$ cat src/cmd_dispatch_pkg.sv
package cmd_dispatch_pkg;

  // device type selection
  localparam logic [1:0] DEV_ATA       = 2'h0;
  localparam logic [1:0] DEV_PACKET    = 2'h1;
  localparam logic [1:0] DEV_ZONED     = 2'h2;

  // FIS type codes
  localparam logic [7:0] FIS_REG_H2D   = 8'h27;
  localparam logic [7:0] FIS_DMA_SETUP = 8'h41;

  // signature fields
  localparam logic [7:0] SIG_COUNT     = 8'h01;
  localparam logic [7:0] SIG_LBA_LOW   = 8'h01;
  localparam logic [7:0] SIG_ATA_MID   = 8'h00;
  localparam logic [7:0] SIG_ATA_HIGH  = 8'h00;
  localparam logic [7:0] SIG_PKT_MID   = 8'h14;
  localparam logic [7:0] SIG_PKT_HIGH  = 8'hEB;
  localparam logic [7:0] SIG_ZON_MID   = 8'hCD;
  localparam logic [7:0] SIG_ZON_HIGH  = 8'hAB;
  localparam logic [7:0] ERR_GOOD      = 8'h01;
  localparam logic [7:0] ERR_BAD_DFLT  = 8'h00;
  localparam logic [7:0] STATUS_MASK   = 8'h70;

  // command protocol classes from the decoder
  localparam logic [2:0] PROTO_NONDATA = 3'h0;
  localparam logic [2:0] PROTO_PIO_IN  = 3'h1;
  localparam logic [2:0] PROTO_PIO_OUT = 3'h2;
  localparam logic [2:0] PROTO_DMA_IN  = 3'h3;

  // APB register map
  localparam logic [7:0] REG_CTRL      = 8'h00;
  localparam logic [7:0] REG_STATE     = 8'h04;
  localparam logic [7:0] REG_SIG       = 8'h08;
  localparam logic [7:0] REG_EVENT     = 8'h0C;

  // control register fields
  localparam int CTRL_AN_EN    = 0;
  localparam int CTRL_DIAG_OK  = 1;
  localparam int CTRL_DIAG_DONE = 2;
  localparam int CTRL_ALERT_EV = 3;
  localparam int CTRL_STS_LSB  = 4;
  localparam int CTRL_ERR_LSB  = 8;
  localparam logic [31:0] CTRL_RESET = 32'h0000_0000;

  // dispatch targets
  localparam logic [3:0] GO_NONE       = 4'h0;
  localparam logic [3:0] GO_NONDATA    = 4'h1;
  localparam logic [3:0] GO_PIO_IN     = 4'h2;
  localparam logic [3:0] GO_PIO_OUT    = 4'h3;
  localparam logic [3:0] GO_DMA_IN     = 4'h4;
  localparam logic [3:0] GO_NO_CMD     = 4'h5;
  localparam logic [3:0] GO_WR_SETUP   = 4'h6;
  localparam logic [3:0] GO_RD_SETUP   = 4'h7;
  localparam logic [3:0] GO_SEND_STS   = 4'h8;
  localparam logic [3:0] GO_NCQ_ERROR  = 4'h9;

  typedef enum logic [10:0] {
    hw_reset_wait_state       = 11'h001,
    power_up_diag_state       = 11'h002,
    good_status_state         = 11'h004,
    bad_status_state          = 11'h008,
    idle_state                = 11'h010,
    fis_check_state           = 11'h020,
    command_check_state       = 11'h040,
    soft_reset_asserted_state = 11'h080,
    service_request_state     = 11'h100,
    host_alert_state          = 11'h200,
    protocol_state            = 11'h400
  } state_t;

endpackage
$ cat src/cmd_dispatch.sv
// Notes on behaviour
// - link reset aborts protocol, restarts reset sequence
// - soft reset register FIS restarts soft reset
// - hardware reset runs in any state
// - wait for reset negation, then diagnostics
// - diagnostics pass or fail picks status state
// - ATA good signature 01,01,00,00, error 01
// - packet signature 01,01,14,EB, error 01, status 00
// - zoned signature 01,01,CD,AB, error 01
// - only status bits 6:4 may be nonzero
// - bad status: same signature, error 00 or 02-7F
// - wait transmit confirm, then go idle
// - write data ready, quiet: write setup
// - read data ready, quiet: read setup
// - no aggregation: status send wins
// - notification conditions met: host alert state
// - DMA setup or unknown FIS: back to idle
// - register FIS C=0 SRST=1: soft reset state
// - register FIS C=0 SRST=0: idle, no reply
// - register FIS C=1: command checking
// - command check clears notification outstanding flag
// - tell transport of DMA setup receipt
//
// Decided for this implementation: the address map and the APB interface to the registers.
`timescale 1ns/1ps
`default_nettype none

module cmd_dispatch
  import cmd_dispatch_pkg::*;
#(
  parameter bit         STATUS_AGGREGATION = 1'b0,
  parameter logic [1:0] DEVICE_TYPE        = DEV_ATA
) (
  input  wire logic        pclk,
  input  wire logic        presetn,
  input  wire logic        psel,
  input  wire logic        penable,
  input  wire logic        pwrite,
  input  wire logic [7:0]  paddr,
  input  wire logic [31:0] pwdata,
  output logic      [31:0] prdata,
  output logic             pready,
  output logic             pslverr,
  input  wire logic        hw_reset_active,
  input  wire logic        soft_reset_done,
  input  wire logic        fis_rx_valid,
  input  wire logic [7:0]  fis_rx_type,
  input  wire logic        fis_rx_cmd,
  input  wire logic        fis_rx_srst,
  input  wire logic        fis_rx_error,
  input  wire logic        ncq_outstanding,
  input  wire logic [2:0]  cmd_protocol,
  input  wire logic        cmd_known,
  input  wire logic        release_ready,
  input  wire logic        wr_data_ready,
  input  wire logic        rd_data_ready,
  input  wire logic        ncq_done_ok,
  input  wire logic        ncq_failed,
  input  wire logic        tx_done,
  input  wire logic        protocol_done,
  output logic             d2h_reg_req,
  output logic      [7:0]  sig_count,
  output logic      [7:0]  sig_lba_low,
  output logic      [7:0]  sig_lba_mid,
  output logic      [7:0]  sig_lba_high,
  output logic      [7:0]  sig_error,
  output logic      [7:0]  sig_status,
  output logic             sdb_service_req,
  output logic             host_alert_req,
  output logic             dma_setup_seen,
  output logic             soft_reset_active,
  output logic      [3:0]  protocol_go,
  output logic      [10:0] cur_state
);

  typedef struct packed {
    state_t      st;
    logic [31:0] ctrl;
    logic        alert_pend;
    logic        host_alert_outstanding;
    logic [31:0] rdata;
    logic        ready;
    logic        slverr;
    logic        d2h_req;
    logic [7:0]  cnt;
    logic [7:0]  lo;
    logic [7:0]  mid;
    logic [7:0]  hi;
    logic [7:0]  err;
    logic [7:0]  sts;
    logic        serv;
    logic        alert;
    logic        dmas;
    logic        srst;
    logic [3:0]  go;
  } regs_t;

  regs_t q;
  regs_t d;

  function automatic logic [7:0] bad_error(input logic [7:0] v);
    if (v == ERR_GOOD || v[7])
      bad_error = ERR_BAD_DFLT;
    else
      bad_error = v;
  endfunction

  function automatic logic [7:0] status_of(input logic [7:0] v, input logic [1:0] t);
    if (t == DEV_PACKET)
      status_of = 8'h00;
    else
      status_of = v & STATUS_MASK;
  endfunction

  // register FIS with command flag clear and soft reset flag set
  function automatic logic is_srst_fis(input logic [7:0] t, input logic c, input logic s);
    is_srst_fis = (t == FIS_REG_H2D) && !c && s;
  endfunction

  logic acc;
  logic quiet;

  always_comb begin
    d       = q;
    acc     = psel && penable && !q.ready;
    quiet   = !fis_rx_valid && !fis_rx_error;
    d.ready  = 1'b0;
    d.slverr = 1'b0;
    d.serv   = 1'b0;
    d.alert  = 1'b0;
    d.dmas   = 1'b0;
    d.go     = GO_NONE;

    if (q.ctrl[CTRL_ALERT_EV])
      d.alert_pend = 1'b1;

    // APB slave, one wait state
    if (acc) begin
      d.ready = 1'b1;
      d.rdata = 32'h0000_0000;
      case (paddr)
        REG_CTRL: begin
          if (pwrite)
            d.ctrl = pwdata;
          else
            d.rdata = q.ctrl;
        end
        REG_STATE: begin
          if (pwrite)
            d.slverr = 1'b1;
          else
            d.rdata = {19'h0, q.alert_pend, q.host_alert_outstanding, q.st};
        end
        REG_SIG: begin
          if (pwrite)
            d.slverr = 1'b1;
          else
            d.rdata = {q.hi, q.mid, q.lo, q.cnt};
        end
        REG_EVENT: begin
          if (pwrite && pwdata[0])
            d.alert_pend = 1'b0;
          else if (!pwrite)
            d.rdata = {31'h0, q.alert_pend};
        end
        default: d.slverr = 1'b1;
      endcase
    end
    if (q.ctrl[CTRL_ALERT_EV])
      d.alert_pend = 1'b1;

    case (q.st)
      hw_reset_wait_state: begin
        if (!hw_reset_active)
          d.st = power_up_diag_state;
      end
      power_up_diag_state: begin
        if (q.ctrl[CTRL_DIAG_DONE]) begin
          d.cnt = SIG_COUNT;
          d.lo  = SIG_LBA_LOW;
          case (DEVICE_TYPE)
            DEV_PACKET: begin
              d.mid = SIG_PKT_MID;
              d.hi  = SIG_PKT_HIGH;
            end
            DEV_ZONED: begin
              d.mid = SIG_ZON_MID;
              d.hi  = SIG_ZON_HIGH;
            end
            default: begin
              d.mid = SIG_ATA_MID;
              d.hi  = SIG_ATA_HIGH;
            end
          endcase
          d.sts     = status_of(q.ctrl[CTRL_STS_LSB +: 8], DEVICE_TYPE);
          d.d2h_req = 1'b1;
          if (q.ctrl[CTRL_DIAG_OK]) begin
            d.err = ERR_GOOD;
            d.st  = good_status_state;
          end else begin
            d.err = bad_error(q.ctrl[CTRL_ERR_LSB +: 8]);
            d.st  = bad_status_state;
          end
        end
      end
      good_status_state, bad_status_state: begin
        if (tx_done) begin
          d.d2h_req = 1'b0;
          d.st      = idle_state;
        end
      end
      idle_state: begin
        if (fis_rx_valid)
          d.st = fis_check_state;
        else if (release_ready) begin
          d.serv = 1'b1;
          d.st   = service_request_state;
        end else if (ncq_failed) begin
          d.go = GO_NCQ_ERROR;
          d.st = protocol_state;
        end else if (quiet && ncq_done_ok && !STATUS_AGGREGATION) begin
          d.go = GO_SEND_STS;
          d.st = protocol_state;
        end else if (quiet && wr_data_ready) begin
          d.go = GO_WR_SETUP;
          d.st = protocol_state;
        end else if (quiet && rd_data_ready) begin
          d.go = GO_RD_SETUP;
          d.st = protocol_state;
        end else if (quiet && ncq_done_ok) begin
          d.go = GO_SEND_STS;
          d.st = protocol_state;
        end else if (q.ctrl[CTRL_AN_EN] && q.alert_pend && !q.host_alert_outstanding) begin
          d.alert = 1'b1;
          d.host_alert_outstanding = 1'b1;
          d.alert_pend = q.ctrl[CTRL_ALERT_EV];
          d.st = host_alert_state;
        end
      end
      fis_check_state: begin
        if (is_srst_fis(fis_rx_type, fis_rx_cmd, fis_rx_srst))
          d.st = soft_reset_asserted_state;
        else if (fis_rx_type == FIS_REG_H2D && !fis_rx_cmd)
          d.st = idle_state;
        else if (fis_rx_type == FIS_REG_H2D)
          d.st = command_check_state;
        else if (fis_rx_type == FIS_DMA_SETUP) begin
          d.dmas = 1'b1;
          d.st   = idle_state;
        end else
          d.st = idle_state;
      end
      command_check_state: begin
        d.host_alert_outstanding = 1'b0;
        d.st = protocol_state;
        if (ncq_outstanding)
          d.go = GO_NO_CMD;
        else if (!cmd_known)
          d.go = GO_NO_CMD;
        else begin
          case (cmd_protocol)
            PROTO_NONDATA: d.go = GO_NONDATA;
            PROTO_PIO_IN:  d.go = GO_PIO_IN;
            PROTO_PIO_OUT: d.go = GO_PIO_OUT;
            PROTO_DMA_IN:  d.go = GO_DMA_IN;
            default:       d.go = GO_NO_CMD;
          endcase
        end
      end
      soft_reset_asserted_state: begin
        d.srst = 1'b1;
        if (soft_reset_done) begin
          d.srst = 1'b0;
          d.st   = idle_state;
        end
      end
      service_request_state, host_alert_state: begin
        if (tx_done)
          d.st = idle_state;
      end
      protocol_state: begin
        if (protocol_done)
          d.st = idle_state;
      end
      default: d.st = hw_reset_wait_state;
    endcase

    // soft reset register FIS mid-protocol restarts soft reset
    if (q.st != fis_check_state && q.st != idle_state && q.st != hw_reset_wait_state
        && fis_rx_valid && is_srst_fis(fis_rx_type, fis_rx_cmd, fis_rx_srst)) begin
      d.go   = GO_NONE;
      d.srst = 1'b0;
      d.st   = soft_reset_asserted_state;
    end

    // link reset overrides every state
    if (hw_reset_active) begin
      d.st      = hw_reset_wait_state;
      d.d2h_req = 1'b0;
      d.srst    = 1'b0;
      d.go      = GO_NONE;
      d.serv    = 1'b0;
      d.alert   = 1'b0;
    end
  end

  always_ff @(posedge pclk or negedge presetn) begin
    if (!presetn) begin
      q      <= '0;
      q.st   <= hw_reset_wait_state;
      q.ctrl <= CTRL_RESET;
    end else begin
      q <= d;
    end
  end

  assign prdata            = q.rdata;
  assign pready            = q.ready;
  assign pslverr           = q.slverr;
  assign d2h_reg_req       = q.d2h_req;
  assign sig_count         = q.cnt;
  assign sig_lba_low       = q.lo;
  assign sig_lba_mid       = q.mid;
  assign sig_lba_high      = q.hi;
  assign sig_error         = q.err;
  assign sig_status        = q.sts;
  assign sdb_service_req   = q.serv;
  assign host_alert_req    = q.alert;
  assign dma_setup_seen    = q.dmas;
  assign soft_reset_active = q.srst;
  assign protocol_go       = q.go;
  assign cur_state         = q.st;

endmodule

`default_nettype wire

$ cat config.mk
export PLATFORM = sky130hd
export DESIGN_NAME = cmd_dispatch
export DESIGN_NICKNAME = d
export VERILOG_FILES = /design/src/cmd_dispatch_pkg.sv /design/src/cmd_dispatch.sv
export SDC_FILE = /design/constraint.sdc
export NUM_CORES = 1
export LEC_CHECK = 0
export BUFFER_PORTS_ARGS = -buffer_cell sky130_fd_sc_hd__buf_2
export CAP_MARGIN = 5
export CORE_ASPECT_RATIO = 1.25
export CORE_MARGIN = 2
export CORE_UTILIZATION = 45
export DETAILED_ROUTE_END_ITERATION = 8
export PLACE_DENSITY = 0.79
export RECOVER_POWER = 50
export SLEW_MARGIN = 5
export SYNTH_ARGS = -nofsm -noshare
export SYNTH_HDL_FRONTEND = slang
export SYNTH_SLANG_ARGS = --single-unit
$ cat constraint.sdc
create_clock -name pclk -period 6.3 [get_ports pclk]
set_input_delay 0.315 -clock pclk [delete_from_list [all_inputs] [get_ports pclk]]
set_output_delay 0.315 -clock pclk [all_outputs]
set_load 0.005 [all_outputs]
Yosys cells after proc, flatten, opt, wreduce, memory -nomap -nowiden
Cells that the tools add are included.

Register bits: 100. Logic and storage cells: 163.

Eq/ne operators: 37. Multiplexer cells: 75. Reduce and logical (&&, ||, !) cells: 35.

Operators by type and width (count): 11-bit two-way mux (13); 32-bit case mux with 4 select lines (1); 11-bit case mux with 8 select lines (1); 49-bit two-way mux (1); 32-bit two-way mux (1); 4-bit two-way mux (7); 1-bit two-way mux (24); 8-bit two-way mux (3); 2-bit two-way mux (11); 8-bit by 4-bit == test with 1-bit output (second input constant) (2); 1-bit logical AND (15); 7-bit two-way mux (2); 2-bit inequality test (second input constant) (7); 13-bit two-way mux (1); 4-bit inequality test (second input constant) (3); 3-bit case mux with 4 select lines (1); 11-bit by 1-bit == test with 1-bit output (second input constant) (1); 11-bit by 10-bit == test with 1-bit output (second input constant) (1); 11-bit == test (second input constant) (1); 11-bit by 2-bit == test with 1-bit output (second input constant) (1); 11-bit by 3-bit == test with 1-bit output (second input constant) (1); 11-bit by 4-bit == test with 1-bit output (second input constant) (1); 11-bit by 5-bit == test with 1-bit output (second input constant) (1); 11-bit by 6-bit == test with 1-bit output (second input constant) (1); 32 further kinds (46).

Logic depth before layout (Yosys ltp)
Depth after elaboration: 13. Depth in mapped cells: 10. Gate-level depth less buffers: 7.

Least setup slack after synthesis
No wires, ideal clock.

Path kind: register to register. Start point: reg q, in the netlist cur_state[9]. End point: reg q, in the netlist cur_state[2]. Setup time: 0.125 ns. Data arrival time: 2.223 ns. Data required time: 6.175 ns. Path slack: 3.952 ns. Cell stages (with the launch flop): 8. Buffers on the path: 1. Path through: dfrtp_1 buf_6 or4_4 or3_4 o41ai_4 o21ai_2 o21ai_4 mux2_4.

Longest elaborated chain between the ends: 7. Elaborated cells on any way between the ends: 28.

Ends and longest elaborated chain: start: declaration (line cmd_dispatch.sv:98) `regs_t q;`; 11-bit by 6-bit inequality test with 1-bit output / 11-bit by 5-bit inequality test with 1-bit output (equally long branches) (line cmd_dispatch.sv:289) `if (q.st != fis_check_state && q.st != idle_state && q.st != hw_reset_wait_state`; 1-bit logical AND (2 in a row) (line cmd_dispatch.sv:289); 1-bit logical AND (2 in a row) (line cmd_dispatch.sv:290) `&& fis_rx_valid && is_srst_fis(fis_rx_type, fis_rx_cmd, fis_rx_srst)) begin`; 10-bit inequality test (no source line) (tied with other cells); 5-bit AND reduction (no source line) / 11-bit two-way mux (equally long branches).

Parallel ways exist; a longest one is shown, timed or not. A chain may end at the register's enable or synchronous reset.

Worst setup path in the final report
Start point: reg q, in the netlist pready. End point: reg q[107] (netlist name).

Longest elaborated chain between the ends: 3.

Ends and longest elaborated chain: 1-bit logical NOT (line cmd_dispatch.sv:125) `acc = psel && penable && !q.ready;`; 1-bit logical AND (line cmd_dispatch.sv:125); named net acc (line cmd_dispatch.sv:120) `logic acc;`; 3-bit AND reduction (no source line).

The timed path passes the listed nets, and every way through them passes these cells.

==> impl_results.md <==
* P_leak at 2.78 nW
* Detailed-route wire length per cell at 17.1 um
* Worst EP arrival at 3.36 ns
* Global route overflow at 0
* Clk buf depth at 2
* Hpwl dp at 8850 um
* Post-synth EDFFs at 0
* CTS Hold Bufs at 1
* Top Ports at 173
* Top_reg_cell synth: dfrtp_1
* Setup bufs post-CTS at 0
* Post-synthesis sequential area ratio at 47.6%
* Die ar. at 0.0126 sq mm
* Yosys top cell area share at 47.1%
* Hold slack at 0.197 ns
* Synth area leader: dfrtp_1
* Final Net Count at 623
* Layout Area Growth over Synthesis at 7.80%
* ANT nets after route at 0
* GRT Util Overall at 18.6%
* Multi-input gate area at 0.00203 sq mm
* FMAX at 0.319 GHz
* First-pass GRT wire length at 18400 um
* CTS tree: built
* Core area at 0.0115 sq mm
* Reg power frac at 50.0%
* Number of inserted diodes at 0
* Min-Delay Path Class: in -> reg
* Clock sinks at 100
* Yosys warnings at 0
* Via count at 3749
* Rows at 44
* Post-synthesis async set-or-reset flop share at 100%
* Worst stage delay on the critical path at 0.87 ns
* Final Hold Vio Count at 0
* Placed Cells at 678
* Slew headroom at -36.8%
* Setup TNS at 0 ns
* Peak supply drop at 0.000148 V
* Share of layout cells above drive strength 1 at 30.0%
* Post-route clock period utilization at 49.8%
* Sw Share at 27.0%
* Slew of the pin with the lowest slew margin at 2.05 ns
* Design Power at 1.37 mW
* H-tree depth at 3
* Slew Viols, Final at 78
* Most frequent cells in the layout: 99 x dfrtp_1, 95 x buf_2, 42 x clkbuf_1, 35 x mux2_2, 35 x conb_1
* # fillers at 1058
* Initial antenna violation count at 0
* Critical path cell sequence: or2_0 -> inv_1 -> nand2_1 -> nor2b_4 -> mux2_2
* Setup WS pre-CTS at 3.64 ns
* Cell Int Power at 999 uW
* Type of origin of the critical path: flop
* Iteration-0 DRC Markers at 223
* Final GP Congestion at 1.01
* Final instance area at 0.00567 sq mm
* Final Worst Setup Slack at 3.17 ns
* Status: finished, violations left
* Port Buf Inserts at 137
* Final Core Density at 49.3%
* Drt pass-1 iters at 4
* Total DRC errors in the routed layout at 0
* Max Cap Violations at 2
* Register Area at 0.00250 sq mm
* Routed wire length at 11900 um
* Comb power frac at 12.3%
* Failing checks: capacitance limit, slew limit
* Pwr dens at 241 mW/mm^2
* Clock root buffer: clkbuf_16
* Clock Latency Late Sink at 0.35 ns
* Final std cells w/o fill at 695
* Setup Viol. Count Final at 0
* RSZ-0062 raised after global routing: false
* Clock skew at 0.00730 ns
* Switching Power at 369 uW
* Mapped Area at 0.00526 sq mm
* Clk pwr share at 37.7%
* Worst-path fanout max at 35
* Die Y at 125 um
* Slowest CP cell: or2_0
* Uppermost layer routed: met4
* Mapped Cells at 487
* Crit Path Class: reg -> reg
* Unique masters post-synth at 58
* Initial Utilization at 45.7%
* Largest net degree at the start of global routing at 61
* Req. time, crit path at 6.53 ns
* WL met2 at 5730 um
* Mapped Avg Cell Area at 10.8 sq um
* Resized Gates After CTS at 0
* Die X at 101 um
* Worst-path clk slew at 0.07 ns
* Placed instance area at 0.00544 sq mm
* Yosys reg bits at 100
* Leading post-synthesis cells by cell area: dfrtp_1 47%, buf_4 14%, mux2_2 7.5%, a22o_1 4.2%, nand2_1 2.1%
* Crit path capture type: flop
* Vias in the first global route at 3629
* Vias/cell at 5.39
* Metal-1 WL at 4970 um
* Min cycle time layout at 3.13 ns
* Most common cell after layout, fill and taps aside: dfrtp_1
* Met3 WL at 851 um
* Number of CTS-inserted buffers at 9
[synth_stat cells, types with 2 or more instances]
cell / n
a22o_1: 25
nand4b_1: 6
nand3b_1: 5
dfrtp_1: 99
mux2_2: 35
or3_1: 4
inv_1: 7
clkbuf_1: 14
nand2_1: 30
a22oi_1: 12
or4_4: 2
buf_2: 8
mux2_4: 2
nor3b_1: 6
a31oi_1: 2
nand3_1: 10
and2_1: 4
nor3_1: 8
or4_1: 3
buf_4: 96
xor2_1: 4
o32ai_1: 2
nand4_1: 3
a21oi_1: 14
o21ai_0: 16
a21o_1: 2
buf_6: 2
or2_2: 4
nor2_1: 20
nor4_1: 5
nor4b_1: 4
nand2b_1: 2
o21a_1: 5
or4b_1: 2
[worst paths after layout]
check	start	to	slack [ns]	cells past startpoint
worst min-delay path	pwdata[4]	q[97]	0.20	2
worst min register to register	prdata[11]	prdata[11]	0.48	2
min in group asynchronous	presetn	prdata[18]	1.09	2
worst max-delay path	pready	q[107]	3.17	5
max in group asynchronous	presetn	protocol_go[2]	3.54	3
worst max register to register	pready	q[107]	3.17	5
[power by group through the flow]
stage | Sequential (mW) | Clock, mW | Combinational, mW
detailed placement | 0.697 | 0 | 0.168
finish | 0.684 | 0.515 | 0.169
global placement | 0.697 | 0 | 0.164
global route | 0.686 | 0.548 | 0.186
CTS | 0.685 | 0.524 | 0.170
floorplan | 0.676 | 0 | 0.145
[routing by layer]
layer | vias up | track usage [%]
met5 | - | 0
met4 | 0 | 7.01
met3 | 29 | 4.43
met2 | 179 | 29.8
met1 | 1814 | 24.3
li1 | 1727 | -
[worst max-delay path: cells and delay by family (launching register included)]
kind	cells	cell delay (ns)
buf+inv	1	0.40
flops	1	0.39
mux	1	0.42
simple gates	3	1.79
[logic make-up (layout without fill, tap and decap cells)]
kind of cell,after synthesis,after routing,synth area share (%)
mux,39,39,8.68
flops,100,100,47.6
compound gates,89,89,12.7
simple gates,125,125,13.7
buf+inv,128,164,16.4
other cells,1,35,0.0712
xor+xnor,5,5,0.832
[flip-flops by register name, indices dropped and copies added (netlist names)]
register           count
sig_lba_low            1
host_alert_req         1
soft_reset_active      1
q                     34
pslverr                1
sig_error              8
protocol_go            4
cur_state             11
sig_status             3
prdata                32
pready                 1
dma_setup_seen         1
d2h_reg_req            1
sdb_service_req        1
[final cells by class]
cell class / count / area share, %
Sequential cell: 100 / 44.1
Multi-Input combinational cell: 293 / 35.8
Timing Repair Buffer: 141 / 11.7
Clock buffer: 9 / 3.97
Tap cell: 138 / 3.04
Clock inverter: 7 / 0.904
Inverter: 7 / 0.463
No activity file was read; power rests on OpenSTA's default activity.
